--- src/rtl/airs_defines.vh ---
// constants for the converter input and reference selection block
`ifndef AIRS_DEFINES_VH
`define AIRS_DEFINES_VH

// ----------------------------------------
// register offsets
// ----------------------------------------
`define AIRS_OFS_CTRL_B     8'h03
`define AIRS_OFS_DATA_LO    8'h04
`define AIRS_OFS_DATA_HI    8'h05
`define AIRS_OFS_CTRL_A     8'h06
`define AIRS_OFS_IN_REF_SEL 8'h07

// ----------------------------------------
// field positions
// ----------------------------------------
`define AIRS_SEL_REF_HI     7
`define AIRS_SEL_REF_LO     6
`define AIRS_SEL_LEFT       5
`define AIRS_SEL_CHAN_HI    4
`define AIRS_A_ON           7
`define AIRS_A_START        6
`define AIRS_A_DONE         4
`define AIRS_B_GAIN_ALT     6
`define AIRS_B_REF_TOP      4
`define AIRS_B_CHAN_TOP     3

// ----------------------------------------
// reset values
// ----------------------------------------
`define AIRS_RST_BYTE       8'h00

// ----------------------------------------
// reference source codes on ref_src_o
// ----------------------------------------
`define AIRS_REF_SUPPLY     2'h0
`define AIRS_REF_EXT_PIN    2'h1
`define AIRS_REF_INT_1V1    2'h2
`define AIRS_REF_INT_2V56   2'h3

// ----------------------------------------
// gain codes on gain_o
// ----------------------------------------
`define AIRS_GAIN_1X        2'h0
`define AIRS_GAIN_8X        2'h1
`define AIRS_GAIN_20X       2'h2
`define AIRS_GAIN_32X       2'h3

// ----------------------------------------
// conversion lengths in converter clock ticks
// ----------------------------------------
`define AIRS_CONV_NORMAL    13
`define AIRS_CONV_LONG      25

`endif

--- src/rtl/airs_top.v ---
// converter input and reference selection with conversion timing
//
// Overview of operation
// select register: ref low bits 7:6, align bit 5, channel low 4:0, reset zero
// three-bit reference code picks supply, pin, 1.1V, reserved or 2.56V with/without bypass
// reference writes during a conversion apply only once it completes
// after a reference change the next conversion takes 25 converter ticks
// software should force a long conversion or discard first results after changes
// align bit one gives left adjusted data pair, zero right adjusted
// align bit change alters the data pair view immediately
// data pair holds the last completed ten-bit result
// six-bit channel code picks analog inputs and differential gain
// codes 0 to 10 single-ended inputs, 30 gives 1.1V, 31 gives 0V
// codes 11 to 29 and 32 to 62 pick differential pairs with gain
// same-pin codes route one pin to both gain stage inputs
// code 63 selects the temperature sensor and switches it on
// channel writes during a conversion apply only once it completes
// software keeps converter on and waits 1ms after selecting internal reference
// completion flag sets when a conversion ends and data is updated
// normal conversion 13 converter ticks, initialising one 25
// gain alternate bit turns 20x into 32x and 1x into 8x; the code applies it only on channel codes 32 to 63
// channel top bit sits in control register B
// effective selection is held for the whole conversion
`include "airs_defines.vh"

module airs_top #(
	parameter NORMAL_TICKS = `AIRS_CONV_NORMAL,
	parameter LONG_TICKS   = `AIRS_CONV_LONG
) (
	// clock and reset
	input  wire       clk_i,
	input  wire       arst_n_i,
	// register port
	input  wire [7:0] addr_i,
	input  wire [7:0] wdata_i,
	input  wire       wr_i,
	input  wire       rd_i,
	output wire [7:0] rdata_o,
	// converter side
	input  wire       conv_tick_i,
	input  wire [9:0] sample_i,
	output wire       busy_o,
	output wire       done_o,
	// reference control
	output wire [1:0] ref_src_o,
	output wire       int_ref_on_o,
	output wire       bypass_cap_o,
	// input multiplexer control
	output wire [3:0] mux_pos_o,
	output wire [3:0] mux_neg_o,
	output wire       diff_o,
	output wire [1:0] gain_o,
	output wire       temp_sensor_on_o
);

	// ----------------------------------------
	// software registers
	// ----------------------------------------

	reg  [1:0] ref_sel_low_reg;
	reg        left_align_result_reg;
	reg  [4:0] chan_code_low_reg;
	reg        converter_on_reg;
	reg        conv_done_flag_reg;
	reg        gain_alternate_reg;
	reg        ref_sel_top_reg;
	reg        chan_code_top_reg;

	// conversion state
	reg        busy_reg;
	reg        long_pend_reg;
	reg  [4:0] tick_cnt_reg;
	reg  [4:0] tick_end_reg;
	reg  [9:0] result_reg;
	reg  [2:0] eff_ref_reg;
	reg  [5:0] eff_chan_reg;
	reg        done_reg;

	// output registers
	reg  [7:0] rdata_reg;
	reg  [1:0] ref_src_reg;
	reg        int_ref_on_reg;
	reg        bypass_cap_reg;
	reg  [3:0] mux_pos_reg;
	reg  [3:0] mux_neg_reg;
	reg        diff_reg;
	reg  [1:0] gain_reg;
	reg        temp_on_reg;

	// ----------------------------------------
	// write decode
	// ----------------------------------------

	wire       wr_sel;
	wire       wr_a;
	wire       wr_b;
	wire       start_req;
	wire       done_clr;
	wire       on_next;
	wire       last_tick;
	wire [2:0] ref_code;
	wire [5:0] chan_code;

	assign wr_sel    = wr_i & (addr_i == `AIRS_OFS_IN_REF_SEL);
	assign wr_a      = wr_i & (addr_i == `AIRS_OFS_CTRL_A);
	assign wr_b      = wr_i & (addr_i == `AIRS_OFS_CTRL_B);
	assign on_next   = wr_a ? wdata_i[`AIRS_A_ON] : converter_on_reg;
	// a start is taken only while idle and with the converter on
	assign start_req = wr_a & wdata_i[`AIRS_A_START] & on_next & ~busy_reg;
	assign done_clr  = wr_a & wdata_i[`AIRS_A_DONE];
	assign last_tick = busy_reg & conv_tick_i & (tick_cnt_reg == tick_end_reg);
	// full codes; top bits come from control register B
	assign ref_code  = {ref_sel_top_reg, ref_sel_low_reg};
	assign chan_code = {chan_code_top_reg, chan_code_low_reg};

	// ----------------------------------------
	// selection register
	// ----------------------------------------

	// fields of the selection register, all read/write
	always @(posedge clk_i or negedge arst_n_i) begin
		if (!arst_n_i) begin
			ref_sel_low_reg       <= 2'h0;
			left_align_result_reg <= 1'b0;
			chan_code_low_reg     <= 5'h00;
		end else if (wr_sel) begin
			ref_sel_low_reg       <= wdata_i[`AIRS_SEL_REF_HI:`AIRS_SEL_REF_LO];
			left_align_result_reg <= wdata_i[`AIRS_SEL_LEFT];
			chan_code_low_reg     <= wdata_i[`AIRS_SEL_CHAN_HI:0];
		end
	end

	// ----------------------------------------
	// control registers A and B
	// ----------------------------------------

	// enable bit and the selection bits held in register B
	always @(posedge clk_i or negedge arst_n_i) begin
		if (!arst_n_i) begin
			converter_on_reg   <= 1'b0;
			gain_alternate_reg <= 1'b0;
			ref_sel_top_reg    <= 1'b0;
			chan_code_top_reg  <= 1'b0;
		end else begin
			converter_on_reg <= on_next;
			if (wr_b) begin
				gain_alternate_reg <= wdata_i[`AIRS_B_GAIN_ALT];
				ref_sel_top_reg    <= wdata_i[`AIRS_B_REF_TOP];
				chan_code_top_reg  <= wdata_i[`AIRS_B_CHAN_TOP];
			end
		end
	end

	// completion flag: hardware set wins over a write-one clear
	always @(posedge clk_i or negedge arst_n_i) begin
		if (!arst_n_i) begin
			conv_done_flag_reg <= 1'b0;
		end else if (last_tick) begin
			conv_done_flag_reg <= 1'b1;
		end else if (done_clr) begin
			conv_done_flag_reg <= 1'b0;
		end
	end

	// ----------------------------------------
	// effective selection
	// ----------------------------------------

	// follows the registers only while idle, so it is frozen during a conversion
	always @(posedge clk_i or negedge arst_n_i) begin
		if (!arst_n_i) begin
			eff_ref_reg  <= 3'h0;
			eff_chan_reg <= 6'h00;
		end else if (!busy_reg) begin
			eff_ref_reg  <= ref_code;
			eff_chan_reg <= chan_code;
		end
	end

	// ----------------------------------------
	// conversion timing
	// ----------------------------------------

	// long pending after enabling or after the effective reference changes
	always @(posedge clk_i or negedge arst_n_i) begin
		if (!arst_n_i) begin
			long_pend_reg <= 1'b0;
		end else if (start_req) begin
			long_pend_reg <= 1'b0;
		end else if (on_next & ~converter_on_reg) begin
			long_pend_reg <= 1'b1;
		end else if (!busy_reg && eff_ref_reg != ref_code) begin
			long_pend_reg <= 1'b1;
		end
	end

	// tick counter; turning the converter off aborts the conversion
	always @(posedge clk_i or negedge arst_n_i) begin
		if (!arst_n_i) begin
			busy_reg     <= 1'b0;
			tick_cnt_reg <= 5'h00;
			tick_end_reg <= 5'h00;
		end else if (!on_next) begin
			busy_reg     <= 1'b0;
			tick_cnt_reg <= 5'h00;
		end else if (start_req) begin
			busy_reg     <= 1'b1;
			tick_cnt_reg <= 5'h01;
			// an enable in this same cycle or a reference write in the cycle before also forces a long one
			tick_end_reg <= (long_pend_reg | (eff_ref_reg != ref_code) | ~converter_on_reg) ?
				LONG_TICKS[4:0] : NORMAL_TICKS[4:0];
		end else if (last_tick) begin
			busy_reg     <= 1'b0;
			tick_cnt_reg <= 5'h00;
		end else if (busy_reg && conv_tick_i) begin
			tick_cnt_reg <= tick_cnt_reg + 5'h01;
		end
	end

	// result capture on the final tick
	always @(posedge clk_i or negedge arst_n_i) begin
		if (!arst_n_i) begin
			result_reg <= 10'h000;
			done_reg   <= 1'b0;
		end else begin
			done_reg <= last_tick;
			if (last_tick) begin
				result_reg <= sample_i;
			end
		end
	end

	// ----------------------------------------
	// decode of the effective selection
	// ----------------------------------------

	wire [3:0] dec_pos;
	wire [3:0] dec_neg;
	wire       dec_diff;
	wire [1:0] dec_gain;

	airs_chan_decode u_chan_decode (
		.code_i     (eff_chan_reg),
		.gain_alt_i (gain_alternate_reg),
		.pos_o      (dec_pos),
		.neg_o      (dec_neg),
		.diff_o     (dec_diff),
		.gain_o     (dec_gain)
	);

	// reference source from the three-bit code
	function [1:0] ref_src_of;
		input [2:0] r;
		begin
			case (r[1:0])
				2'h0: ref_src_of = `AIRS_REF_SUPPLY;
				2'h1: ref_src_of = `AIRS_REF_EXT_PIN;
				2'h2: ref_src_of = r[2] ? `AIRS_REF_INT_2V56 : `AIRS_REF_INT_1V1;
				default: ref_src_of = r[2] ? `AIRS_REF_INT_2V56 : `AIRS_REF_SUPPLY;
			endcase
		end
	endfunction

	// registered mux and reference controls
	always @(posedge clk_i or negedge arst_n_i) begin
		if (!arst_n_i) begin
			ref_src_reg    <= `AIRS_REF_SUPPLY;
			int_ref_on_reg <= 1'b0;
			bypass_cap_reg <= 1'b0;
			mux_pos_reg    <= 4'h0;
			mux_neg_reg    <= 4'h0;
			diff_reg       <= 1'b0;
			gain_reg       <= `AIRS_GAIN_1X;
			temp_on_reg    <= 1'b0;
		end else begin
			ref_src_reg    <= ref_src_of(eff_ref_reg);
			// reserved code 011 leaves the internal reference off
			int_ref_on_reg <= eff_ref_reg[1] & (eff_ref_reg[2] | ~eff_ref_reg[0]);
			bypass_cap_reg <= (eff_ref_reg == 3'h7);
			mux_pos_reg    <= dec_pos;
			mux_neg_reg    <= dec_neg;
			diff_reg       <= dec_diff;
			gain_reg       <= dec_gain;
			temp_on_reg    <= (eff_chan_reg == 6'h3F);
		end
	end

	// ----------------------------------------
	// read side
	// ----------------------------------------

	wire [7:0] data_lo;
	wire [7:0] data_hi;

	airs_result_format u_result_format (
		.result_i (result_reg),
		.left_i   (left_align_result_reg),
		.lo_o     (data_lo),
		.hi_o     (data_hi)
	);

	// read data one cycle after the strobe, zero otherwise and when unmapped
	always @(posedge clk_i or negedge arst_n_i) begin
		if (!arst_n_i) begin
			rdata_reg <= `AIRS_RST_BYTE;
		end else if (rd_i) begin
			case (addr_i)
				`AIRS_OFS_IN_REF_SEL: rdata_reg <= {ref_sel_low_reg, left_align_result_reg, chan_code_low_reg};
				`AIRS_OFS_CTRL_A: rdata_reg <= {converter_on_reg, busy_reg, 1'b0, conv_done_flag_reg, 4'h0};
				`AIRS_OFS_CTRL_B: rdata_reg <= {1'b0, gain_alternate_reg, 1'b0, ref_sel_top_reg,
					chan_code_top_reg, 3'h0};
				`AIRS_OFS_DATA_LO: rdata_reg <= data_lo;
				`AIRS_OFS_DATA_HI: rdata_reg <= data_hi;
				default: rdata_reg <= 8'h00;
			endcase
		end else begin
			rdata_reg <= 8'h00;
		end
	end

	// ----------------------------------------
	// outputs
	// ----------------------------------------

	assign rdata_o          = rdata_reg;
	assign busy_o           = busy_reg;
	assign done_o           = done_reg;
	assign ref_src_o        = ref_src_reg;
	assign int_ref_on_o     = int_ref_on_reg;
	assign bypass_cap_o     = bypass_cap_reg;
	assign mux_pos_o        = mux_pos_reg;
	assign mux_neg_o        = mux_neg_reg;
	assign diff_o           = diff_reg;
	assign gain_o           = gain_reg;
	assign temp_sensor_on_o = temp_on_reg;

endmodule

--- src/rtl/airs_chan_decode.v ---
// decode of the six-bit channel and gain code into mux settings
`include "airs_defines.vh"

module airs_chan_decode (
	// code in
	input  wire [5:0] code_i,
	input  wire       gain_alt_i,
	// mux settings out
	output wire [3:0] pos_o,
	output wire [3:0] neg_o,
	output wire       diff_o,
	output wire [1:0] gain_o
);

	// ----------------------------------------
	// lookup
	// ----------------------------------------

	// {diff, pos, neg, high gain}; single-ended pos 11 temp, 12 1.1V, 13 0V
	function [9:0] lut;
		input [5:0] c;
		begin
			case (c)
				6'h0B: lut = {1'b1, 4'h0, 4'h1, 1'b1};
				6'h0C: lut = {1'b1, 4'h0, 4'h1, 1'b0};
				6'h0D: lut = {1'b1, 4'h1, 4'h1, 1'b1};
				6'h0E: lut = {1'b1, 4'h2, 4'h1, 1'b1};
				6'h0F: lut = {1'b1, 4'h2, 4'h1, 1'b0};
				6'h10: lut = {1'b1, 4'h2, 4'h3, 1'b0};
				6'h11: lut = {1'b1, 4'h3, 4'h3, 1'b1};
				6'h12: lut = {1'b1, 4'h4, 4'h3, 1'b1};
				6'h13: lut = {1'b1, 4'h4, 4'h3, 1'b0};
				6'h14: lut = {1'b1, 4'h4, 4'h5, 1'b1};
				6'h15: lut = {1'b1, 4'h4, 4'h5, 1'b0};
				6'h16: lut = {1'b1, 4'h5, 4'h5, 1'b1};
				6'h17: lut = {1'b1, 4'h6, 4'h5, 1'b1};
				6'h18: lut = {1'b1, 4'h6, 4'h5, 1'b0};
				6'h19: lut = {1'b1, 4'h8, 4'h9, 1'b1};
				6'h1A: lut = {1'b1, 4'h8, 4'h9, 1'b0};
				6'h1B: lut = {1'b1, 4'h9, 4'h9, 1'b1};
				6'h1C: lut = {1'b1, 4'hA, 4'h9, 1'b1};
				6'h1D: lut = {1'b1, 4'hA, 4'h9, 1'b0};
				6'h1E: lut = {1'b0, 4'hC, 4'h0, 1'b0};
				6'h1F: lut = {1'b0, 4'hD, 4'h0, 1'b0};
				6'h20: lut = {1'b1, 4'h0, 4'h1, 1'b1};
				6'h21: lut = {1'b1, 4'h0, 4'h1, 1'b0};
				6'h22: lut = {1'b1, 4'h1, 4'h0, 1'b1};
				6'h23: lut = {1'b1, 4'h1, 4'h0, 1'b0};
				6'h24: lut = {1'b1, 4'h1, 4'h2, 1'b1};
				6'h25: lut = {1'b1, 4'h1, 4'h2, 1'b0};
				6'h26: lut = {1'b1, 4'h2, 4'h1, 1'b1};
				6'h27: lut = {1'b1, 4'h2, 4'h1, 1'b0};
				6'h28: lut = {1'b1, 4'h2, 4'h0, 1'b1};
				6'h29: lut = {1'b1, 4'h2, 4'h0, 1'b0};
				6'h2A: lut = {1'b1, 4'h0, 4'h2, 1'b1};
				6'h2B: lut = {1'b1, 4'h0, 4'h2, 1'b0};
				6'h2C: lut = {1'b1, 4'h4, 4'h5, 1'b1};
				6'h2D: lut = {1'b1, 4'h4, 4'h5, 1'b0};
				6'h2E: lut = {1'b1, 4'h5, 4'h4, 1'b1};
				6'h2F: lut = {1'b1, 4'h5, 4'h4, 1'b0};
				6'h30: lut = {1'b1, 4'h5, 4'h6, 1'b1};
				6'h31: lut = {1'b1, 4'h5, 4'h6, 1'b0};
				6'h32: lut = {1'b1, 4'h6, 4'h5, 1'b1};
				6'h33: lut = {1'b1, 4'h6, 4'h5, 1'b0};
				6'h34: lut = {1'b1, 4'h6, 4'h4, 1'b1};
				6'h35: lut = {1'b1, 4'h6, 4'h4, 1'b0};
				6'h36: lut = {1'b1, 4'h4, 4'h6, 1'b1};
				6'h37: lut = {1'b1, 4'h4, 4'h6, 1'b0};
				6'h38: lut = {1'b1, 4'h0, 4'h0, 1'b1};
				6'h39: lut = {1'b1, 4'h0, 4'h0, 1'b0};
				6'h3A: lut = {1'b1, 4'h1, 4'h1, 1'b1};
				6'h3B: lut = {1'b1, 4'h2, 4'h2, 1'b1};
				6'h3C: lut = {1'b1, 4'h4, 4'h4, 1'b1};
				6'h3D: lut = {1'b1, 4'h5, 4'h5, 1'b1};
				6'h3E: lut = {1'b1, 4'h6, 4'h6, 1'b1};
				6'h3F: lut = {1'b0, 4'hB, 4'h0, 1'b0};
				default: lut = {1'b0, c[3:0], 4'h0, 1'b0};
			endcase
		end
	endfunction

	// ----------------------------------------
	// outputs
	// ----------------------------------------

	wire [9:0] ent;
	wire       alt;

	assign ent    = lut(code_i);
	// alternate gains only exist on channel codes 32 to 63
	assign alt    = gain_alt_i & code_i[5];
	assign diff_o = ent[9];
	assign pos_o  = ent[8:5];
	assign neg_o  = ent[4:1];
	assign gain_o = ent[0] ? (alt ? `AIRS_GAIN_32X : `AIRS_GAIN_20X) : (alt ? `AIRS_GAIN_8X : `AIRS_GAIN_1X);

endmodule

--- src/rtl/airs_result_format.v ---
// presentation of the ten-bit result in the data register pair
module airs_result_format (
	// result in
	input  wire [9:0] result_i,
	input  wire       left_i,
	// data pair out
	output wire [7:0] lo_o,
	output wire [7:0] hi_o
);

	// ----------------------------------------
	// alignment
	// ----------------------------------------

	// purely combinational so an alignment change shows at once
	assign lo_o = left_i ? {result_i[1:0], 6'h00} : result_i[7:0];
	assign hi_o = left_i ? result_i[9:2] : {6'h00, result_i[9:8]};

endmodule

--- config.mk ---
export PLATFORM = sky130hd
export DESIGN_NAME = airs_top
export DESIGN_NICKNAME = d
export VERILOG_FILES = /design/src/rtl/airs_top.v /design/src/rtl/airs_chan_decode.v /design/src/rtl/airs_result_format.v
export VERILOG_INCLUDE_DIRS = /design/src /design/src/rtl
export SDC_FILE = /design/constraint.sdc
export NUM_CORES = 1
export LEC_CHECK = 0
export BUFFER_PORTS_ARGS = -buffer_cell sky130_fd_sc_hd__clkbuf_2
export CAP_MARGIN = 15
export CORE_MARGIN = 10
export CORE_UTILIZATION = 52
export DETAILED_ROUTE_END_ITERATION = 12
export GPL_TIMING_DRIVEN = 0
export PLACE_DENSITY = 0.81
export SETUP_SLACK_MARGIN = 0.2
export SYNTH_ARGS = -nofsm -noshare
export SYNTH_HDL_FRONTEND = slang
export SYNTH_SLANG_ARGS = --single-unit
--- constraint.sdc ---
create_clock -name clk_i -period 2.5 [get_ports clk_i]
set_clock_uncertainty 0.05 [all_clocks]
set_input_delay 0.375 -clock clk_i [delete_from_list [all_inputs] [get_ports clk_i]]
set_output_delay 0.375 -clock clk_i [all_outputs]
set_load 0.01 [all_outputs]
# [Word-level counts from Yosys, hierarchy flattened]
# Index checks and enable logic that the tools add are counted.
[classes] addsub=1 eq_ne=65 muxes=25 bitwise=18 n_reduce_logical=17
[ops] cell="$pmux 10 s43" n=1
[ops] cell="$eq 6x6->1 const B" n=32
[ops] cell="$eq 6x5->1 const B" n=16
[ops] cell="$pmux 8 s5" n=1
[ops] cell="$eq 8x3->1 const B" n=4
[ops] cell="$eq 6x4->1 const B" n=5
[ops] cell="$mux 5" n=5
[ops] cell="$mux 8" n=3
[ops] cell="$reduce_or 2->1" n=10
[ops] cell="$and 1x1->1" n=12
[ops] cell="$mux 1" n=12
[ops] cell="$eq 8x2->1 const B" n=1
[ops] cell="$pmux 2 s3" n=1
[ops] cell="$add 5x1->5 const B" n=1
[ops] cell="$eq 5x5->1" n=1
[ops] cell="$mux 2" n=2
[ops] cell="$ne 4x2->1 const B" n=1
[ops] cell="$eq 3x3->1 const B" n=1
[ops] cell="$ne 3x2->1 const B" n=1
[ops] cell="$ne 3x3->1" n=1
[ops] cell="$not 1->1" n=3
[ops] cell="$or 1x1->1" n=3
[ops] cell="$reduce_bool 3->1" n=1
[ops] cell="$eq 2x1->1 const B" n=1
[ops] cell="other kinds (6)" n=7
[word_totals] ff_bits=69 inputBits=31 output_inout_bits=26

# [Logic depth before layout (Yosys ltp)]
# Gate-level depths: netlist of the first run.
[depth] depth_word=7 depth_mapped=6 mapped_depth_nobuf=5

# [Hierarchy]
# A second synthesis of the first run with hierarchy kept.
[hier_totals] cells_unflattened=350 area_unflattened_um2=3684.8
[by_module_without_submodules] mod="airs_top" instances=1 cells_per_inst=220 area_per_inst_um2=2837.7
[by_module_without_submodules] mod="airs_chan_decode" instances=1 cells_per_inst=112 area_per_inst_um2=689.4
[by_module_without_submodules] mod="airs_result_format" instances=1 cells_per_inst=18 area_per_inst_um2=157.7

# [Least setup slack after synthesis of the first run]
# OpenSTA, ideal clock, no wires.
[synth_path] path_kind="register -> register" from="register busy_reg, in the netlist busy_o" to="register result_reg[4]" setup_ns=0.127 arrival_ns=1.750 required_time_ns=2.323 path_slack_ns=0.573 path_stages_with_launch=6 path_buffers=1 synth_period_minus_slack_ns=1.927 cell_sequence="dfrtp_1 nand2_2 or4_4 nor2_4 buf_6 mux2_1"
[synth_between] elab_chain_len=2
[synth_lines] item="start: declaration" line="airs_top.v:70" rtl="reg busy_reg;"
[synth_lines] item="start signal: assignment" line="airs_top.v:200" rtl="busy_reg <= 1'b0;"
[synth_lines] item="start signal: assignment" line="airs_top.v:204" rtl="busy_reg <= 1'b0;"
[synth_lines] item="start signal: assignment" line="airs_top.v:207" rtl="busy_reg <= 1'b1;"
[synth_lines] item="$and 1x1->1 (2 in a row)" line="airs_top.v:111" rtl="assign last_tick = busy_reg & conv_tick_i & (tick_cnt_reg == tick_end_reg);"
[synth_lines] item="via last_tick" line="airs_top.v:100" rtl="wire last_tick;"
[synth_lines] item="end signal: assignment" line="airs_top.v:228" rtl="result_reg <= sample_i;"
[synth_lines] item="end: declaration" line="airs_top.v:74" rtl="reg [9:0] result_reg;"
# The timed path passes the listed nets, and every way through them passes these cells.
# A chain may end at the register's enable or synchronous reset.

# [Worst setup path in the final report of the first run]
[layout_path] from="register busy_reg, in the netlist busy_o" to="register result_reg[9]"
# The elaborated chain is that of the path after synthesis.

==> results.md, run 1 <==
- Cell taking the most area after synthesis: dfrtp_1
- Final wirelength: 8530 µm
- DR pass1 iterations: 5
- Period utilization: 84.7%
- Slew @ Worst Pin: 0.895 ns
- CTS root buf: clkbuf_8
- Skew-Pair Late Insertion Delay: 0.35 ns
- Yosys cell types: 64
- M1 WL: 3700 µm
- Max Freq: 0.472 GHz
- Grt ovf: 0
- Cell Rows: 29
- CTS tree: built
- Die H: 101 µm
- Area Overhead vs Synth: 16.3%
- Via Count: 2,839
- Crit path DAT: 2.29 ns
- Antenna Cells: 0
- Max Root-Sink Buffers: 2
- Die Wd: 101 µm
- Placer Congestion: 0.916
- Dpl hpwl: 6340 µm
- Design Power: 2.26 mW
- RSZ-0062 raised after global routing: false
- Number of synthesized flops with an enable pin: 0
- Iteration-0 DRC Markers: 186
- WL per Instance: 18.2 µm
- Syn_nets: 355
- Number of global-route vias before repair: 2,836
- Outcome: finished, final reports clean
- Post-route ant nets: 0
- Vias per cell: 6.04
- Top cell type's share of synthesized area: 48.6%
- Final slew viol count: 0
- Hold_buf cts: 0
- CP Class: flop to flop
- Leakage power: 1.85 nW
- PwrDens: 563 nW/µm²
- Share of layout cells above drive strength 1: 29.5%
- Met2 WL: 3880 µm
- Slew HR: 40.3%
- Setup bufs post-CTS: 0
- Crit path max fanout: 10
- Worst path required time: 2.67 ns
- IO buf count: 54
- Fin. Hold Viols: 0
- IO Pins: 57
- Warnings from Yosys: 0
- Starting density of the core: 54.0%
- Largest register FFs: 10
- Top post-synthesis cells by area: dfrtp_1, mux2_2, a21oi_1, nand2_1, mux2_1
- Setup TNS: 0 ns
- Max_cap viols: 0
- Mapped Avg Cell Area: 10.7 µm²
- Routed met3 length: 782 µm
- Max Used Layer: met4
- Top FF cell, synth: dfrtp_1
- Async SR Flop Fraction: 100%
- Hold WS: 0.111 ns
- HP Class: input port to asynchronous set/reset pin
- Mapped Cells: 323
- Crit start category: flop
- DR DRC count: 0
- Cts repair resizes: 0
- Netlist Area Pre-Place: 3450 µm²
- Core area: 6390 µm²
- Yosys reg bits: 67
- First-pass GRT wire length: 14,000 µm
- VDD IR max: 0.487 mV
- CTS Buf Count: 9
- H-tree Lvls: 3
- Clock sinks: 67
- Seq/Total Area, Yosys: 48.6%
- Crit. End Element: flop
- Final net count: 420
- Initial antenna violation count: 0
- Die area: 10,300 µm²
- # setup viols final: 0
- GR Util All Layers: 16.9%
- Pin count of the biggest net entering global routing: 68
- CTS clock-pin slew for the worst setup and hold paths: 0.07 ns
- Crit path time final: 2.12 ns
## path summary, 6_finish.rpt
kind,cells past startpoint,slack [ns],end,startpoint
min in group clk_i,2,0.20,result_reg[8],sample_i[8]
worst min register to register,1,0.44,conv_done_flag_reg,conv_done_flag_reg
worst max register to register,5,0.38,result_reg[9],busy_o
worst min-delay path,1,0.11,mux_neg_o[3],arst_n_i
max in group asynchronous,1,1.69,gain_o[0],arst_n_i
worst max-delay path,5,0.38,result_reg[9],busy_o
## cells in the final DEF (no fill, tap or decap), types with 4 or more instances in the layout
master and count:
mux2_1 6, a21oi_1 21, nor2b_1 8, nand4_1 4, nor3_1 7, clkbuf_8 10
clkbuf_2 53, mux2_2 32, inv_1 6, a211oi_1 8, nor2_1 17, o21ai_0 11
nand2b_1 8, nand3_1 6, xnor2_1 5, and3_1 5, nand2_1 21, mux2i_1 4
clkbuf_1 16, dfrtp_1 67, a22oi_1 4
## cell usage after synthesis, types with 2 or more instances
| cell type | number |
|---|---|
| dfrtp_1 | 67 |
| mux2_2 | 32 |
| a21oi_1 | 21 |
| nand2_1 | 21 |
| nor2_1 | 17 |
| clkbuf_1 | 15 |
| o21ai_0 | 11 |
| a211oi_1 | 8 |
| nand2b_1 | 8 |
| nor2b_1 | 8 |
| nor3_1 | 7 |
| inv_1 | 6 |
| mux2_1 | 6 |
| nand3_1 | 6 |
| and3_1 | 5 |
| xnor2_1 | 5 |
| a22oi_1 | 4 |
| mux2i_1 | 4 |
| nand4_1 | 4 |
| a21boi_0 | 3 |
| a31oi_1 | 3 |
| nand3b_1 | 3 |
| o211ai_1 | 3 |
| o221ai_1 | 3 |
| a221oi_1 | 2 |
| a22o_1 | 2 |
| a2bb2oi_1 | 2 |
| a311oi_1 | 2 |
| a32oi_1 | 2 |
| and2_1 | 2 |
| buf_1 | 2 |
| nor4_1 | 2 |
| o21bai_1 | 2 |
| o22ai_1 | 2 |
| o2bb2ai_1 | 2 |
| or2_2 | 2 |
| xor2_1 | 2 |
## cell families after synthesis
family                     share of synthesized area (%)
and+or+nand+nor                                     16.6
AOI/OAI and AO/OA                                   16.1
DFF                                                 48.6
muxes                                               13.6
buffers and inverters                               2.97
xor gates and xnor gates                            1.78
adders and majority gates                          0.363
## where the power goes
group	total, mW	internal (mW)	leakage, nW	switching (mW)
clock	0.883	0.482	0.0991	0.400
combinational	0.240	0.0945	0.831	0.146
sequential	1.14	1.11	0.924	0.0225
total	2.26	1.69	1.85	0.569
## metal layers
metal  GRT usage [%]  vias to the layer above
li1                -                     1322
met1            22.7                     1352
met2            25.3                      140
met3            4.15                       25
met4            7.29                        0
met5               0                        -
## critical path, stage by stage, from the launching register on
cell,delay (ns)
dfrtp_1,0.49
nand2_2,0.14
or4_4,0.58
nor2_4,0.22
buf_6,0.18
mux2_1,0.34
## per-stage QoR
stage | setup WS [ns] | util [%] | cell area, µm² | instances
after floorplan | 0.573 | - | 3450 | 323
after detailed placement | 0.386 | 59.8 | 3820 | 454
after global routing | 0.274 | 62.9 | 4010 | 470
after CTS | 0.366 | 62.9 | 4010 | 470
final | 0.382 | 62.9 | 4010 | 470
after global placement | 0.437 | 59.8 | 3820 | 454
## final cells by class
| class | count | area, µm² |
|---|---|---|
| buffer | 19 | 80.1 |
| clock buffer | 11 | 141 |
| clock inverter | 5 | 52.6 |
| fill | 522 | 2370 |
| inverter | 6 | 22.5 |
| multi-input combinational | 231 | 1670 |
| sequential | 67 | 1680 |
| tap | 77 | 96.3 |
| timing repair buffer | 54 | 273 |
Note: power is estimated with default switching activity, not from simulation.
==> run 2: changes to the inputs <==
Settings changed: ABC_AREA from default to 1, CORE_UTILIZATION 52 to 51, PLACE_DENSITY 0.81 to 0.83.
Clock period 2.5 ns to 1.8 ns, I/O delays scaled along.
==> results.md, run 2 <==
- R2R depth: 10 (was 5)
- Largest register FFs: 10 (unchanged)
- # setup viols final: 0 (unchanged)
- Crit-path slowest cell: dfrtp_1 (was or4_4)
- Cell Rows: 30 (was 29)
- CP peak stage delay: 0.44 ns (was 0.58 ns)
- Fillcell total: 586 (was 522)
- H-tree Lvls: 3 (unchanged)
- First-pass GRT wire length: 16,400 µm (was 14,000 µm)
- Placer Congestion: 0.927 (was 0.916)
- Crit path time final: 1.61 ns (was 2.12 ns)
- Iteration-0 DRC Markers: 267 (was 186)
- Initial antenna violation count: 0 (unchanged)
- Period utilization: 89.6% (was 84.7%)
- Cell Area, Placed: 4050 µm² (was 3820 µm²)
- Post-route insts no fill: 679 (was 470)
- Worst reg2reg setup slack: 0.19 ns (was 0.38 ns)
- DR pass1 iterations: 5 (unchanged)
- Max Root-Sink Buffers: 2 (unchanged)
- Worst path required time: 2.03 ns (was 2.67 ns)
- Most numerous cell in the Yosys netlist: nand2_1 (was dfrtp_1)
- Number of synthesized flops with an enable pin: 0 (unchanged)
- Via Count: 3,628 (was 2,839)
- PwrDens: 713 nW/µm² (was 563 nW/µm²)
- Crit path DAT: 1.84 ns (was 2.29 ns)
- Setup TNS: 0 ns (unchanged)
- Share of layout cells above drive strength 1: 29.5% (about the same)
- Mapped Cells: 496 (was 323)
- Commonest non-fill, non-tap cell in the layout: nand2_1 (was dfrtp_1)
- Commonest non-fill, non-tap cells in the layout: nand2_1, dfrtp_1, clkbuf_2 (was dfrtp_1, clkbuf_2, mux2_2)
- Crit path launch: eff_chan_reg[4] (was busy_o)
- CP cell instances: inv_2 > nor2_4 > buf_6 > nand3_1 > nand3_2 > nor2_2 > nand2_1 > nor2_4 > nand3_1 > nand2_1 (was nand2_2 > or4_4 > nor2_4 > buf_6 > mux2_1)
- Top cell type's share of synthesized area: 45.8% (was 48.6%)
- CP Class: flop to flop (unchanged)
- Skew-Pair Late Insertion Delay: 0.34 ns (was 0.35 ns)
- Top post-synthesis cells by area: dfrtp_1, nand2_1, nand3_1, nor2_1, inv_1 (was dfrtp_1, mux2_2, a21oi_1, nand2_1, mux2_1)
- Placed insts: 645 (was 454)
- Starting density of the core: 53.3% (was 54.0%)
- Design Power: 3.28 mW (was 2.26 mW)
- RR Endpoint: mux_pos_o[2] (was result_reg[9])
- Setup crit end: mux_pos_o[2] (was result_reg[9])
- CTS root buf: clkbuf_8 (unchanged)
- Yosys reg bits: 67 (unchanged)
- Die area: 11,000 µm² (was 10,300 µm²)
- Clock sinks: 67 (unchanged)
- Crit start category: flop (unchanged)
- Vias per cell: 5.34 (was 6.04)
- Number of global-route vias before repair: 3,527 (was 2,836)
- Fin. Hold Viols: 0 (unchanged)
- Final slew viol count: 0 (unchanged)
- WP buf/inv: 2 (was 1)
- Core area: 6870 µm² (was 6390 µm²)
- Post-place setup slack: -0.0926 ns (was 0.386 ns)
- Seq/Total Area, Yosys: 45.8% (was 48.6%)
- Die H: 105 µm (was 101 µm)
- Post-route ant nets: 0 (unchanged)
- Final net count: 611 (was 420)
- Slew @ Worst Pin: 0.901 ns (was 0.895 ns)
- Outcome: finished, final reports clean (unchanged)
- VDD IR max: 0.443 mV (was 0.487 mV)
- RSZ-0062 raised after global routing: true (was false)
- Top FF cell, synth: dfrtp_1 (unchanged)
- DR DRC count: 0 (unchanged)
- Mapped Avg Cell Area: 7.38 µm² (was 10.7 µm²)
- Max Freq: 0.620 GHz (was 0.472 GHz)
- Cell taking the most area after synthesis: dfrtp_1 (unchanged)
- Final wirelength: 9900 µm (was 8530 µm)
- CTS tree: built (unchanged)
- Worst path top cell family by delay: simple AND/OR/NAND/NOR gates (unchanged)
- Slew HR: 39.9% (was 40.3%)
- Area Overhead vs Synth: 25.7% (was 16.3%)
- Max_cap viols: 0 (unchanged)
- CTS Buf Count: 9 (unchanged)
- CTS clock-pin slew for the worst setup and hold paths: 0.08 ns (was 0.07 ns)
- Async SR Flop Fraction: 100% (unchanged)
- Final worst setup slack: 0.187 ns (was 0.382 ns)
- Crit path max fanout: 10 (unchanged)
- HP Class: input port to asynchronous set/reset pin (unchanged)
- Yosys cell types: 34 (was 64)
- Grt ovf: 0 (unchanged)
- Pin count of the biggest net entering global routing: 68 (unchanged)
- IO buf count: 53 (was 54)
- Dpl hpwl: 7070 µm (was 6340 µm)
- IO Pins: 57 (unchanged)
- Die Wd: 105 µm (was 101 µm)
- Warnings from Yosys: 0 (unchanged)
- Netlist Area Pre-Place: 3660 µm² (was 3450 µm²)
- Finished Cell Area: 4600 µm² (was 4010 µm²)
- Syn_nets: 528 (was 355)
- GR Util All Layers: 17.7% (was 16.9%)
- Antenna Cells: 0 (unchanged)
- Crit Reg-Reg Startpoint: eff_chan_reg[4] (was busy_o)
- Crit. End Element: flop (unchanged)
- WL per Instance: 14.6 µm (was 18.2 µm)
- Leakage power: 2.57 nW (was 1.85 nW)
- Crit path depth: 10 (was 5)
- Hold_buf cts: 0 (unchanged)
- Synth top cells by count: nand2_1, dfrtp_1, nor2_1, inv_1, nand3_1 (was dfrtp_1, mux2_2, a21oi_1, nand2_1, nor2_1)
==> run 2: how the worst min path moves through the flow <==
stage / depth (start not counted) / endpoint / slack [ns]
finish: 1 / gain_o[0] / 0.01
global route: 3 / result_reg[4] / 0.06
CTS: 1 / diff_o / 0.05
detailed placement: 2 / chan_code_low_reg[1] / 0.41
global placement: 2 / chan_code_low_reg[2] / 0.40
floorplan: 0 / busy_o / -0.08
==> run 2: cell type report <==
class	instances	area (µm²)	area share (%)
clock buffers	10	138	2.99
well taps	96	120	2.61
inverters	58	218	4.73
flip-flops and latches	67	1680	36.6
clock inverters	5	77.6	1.69
repair buffers	72	412	8.94
plain buffers	14	110	2.39
multi-input cells	357	1850	40.1
==> run 2: timing repair <==
action / in CTS / in global routing
cloned: 0 / 2
endpoints found under the setup margin: 22 / 23
setup buffers: 11 / 6
pin swaps: 8 / 20
resized for setup: 36 / 40
==> run 2: where the power goes <==
group	switching [mW]	total, mW	internal [mW]	leakage [nW]
clock	0.578	1.38	0.805	0.108
combinational	0.198	0.315	0.117	1.55
sequential	0.0353	1.58	1.55	0.906
==> run 2: cell families after synthesis <==
| group | after synthesis | synth area share, % |
|---|---|---|
| multiplexers | 1 | 0.273 |
| XOR/XNOR | 8 | 1.91 |
| flip-flops | 67 | 45.8 |
| AND/OR/NAND/NOR | 296 | 35.8 |
| buffers and inverters | 72 | 8.47 |
| adder cells (fa/ha/maj) | 1 | 0.342 |
| AO/OA/AOI/OAI | 51 | 7.45 |
==> run 2: layer usage <==
layer / up-vias / track usage (%) / share of wire [%]
li1: 1753 / - / -
met1: 1699 / 20.2 / 41
met2: 153 / 30.9 / 50
met3: 23 / 5.10 / 7.1
met4: 0 / 6.47 / 2.2
met5: - / 0 / 0
==> run 2: stage by stage <==
stage	utilization [%]	hold WS (ns)
3_5_place_dp	59.0	0.409
4_1_cts	64.8	0.0510
3_3_place_gp	58.9	0.405
5_1_grt	67.0	0.0601
2_1_floorplan	-	-0.0756
6_report	67.0	0.0133
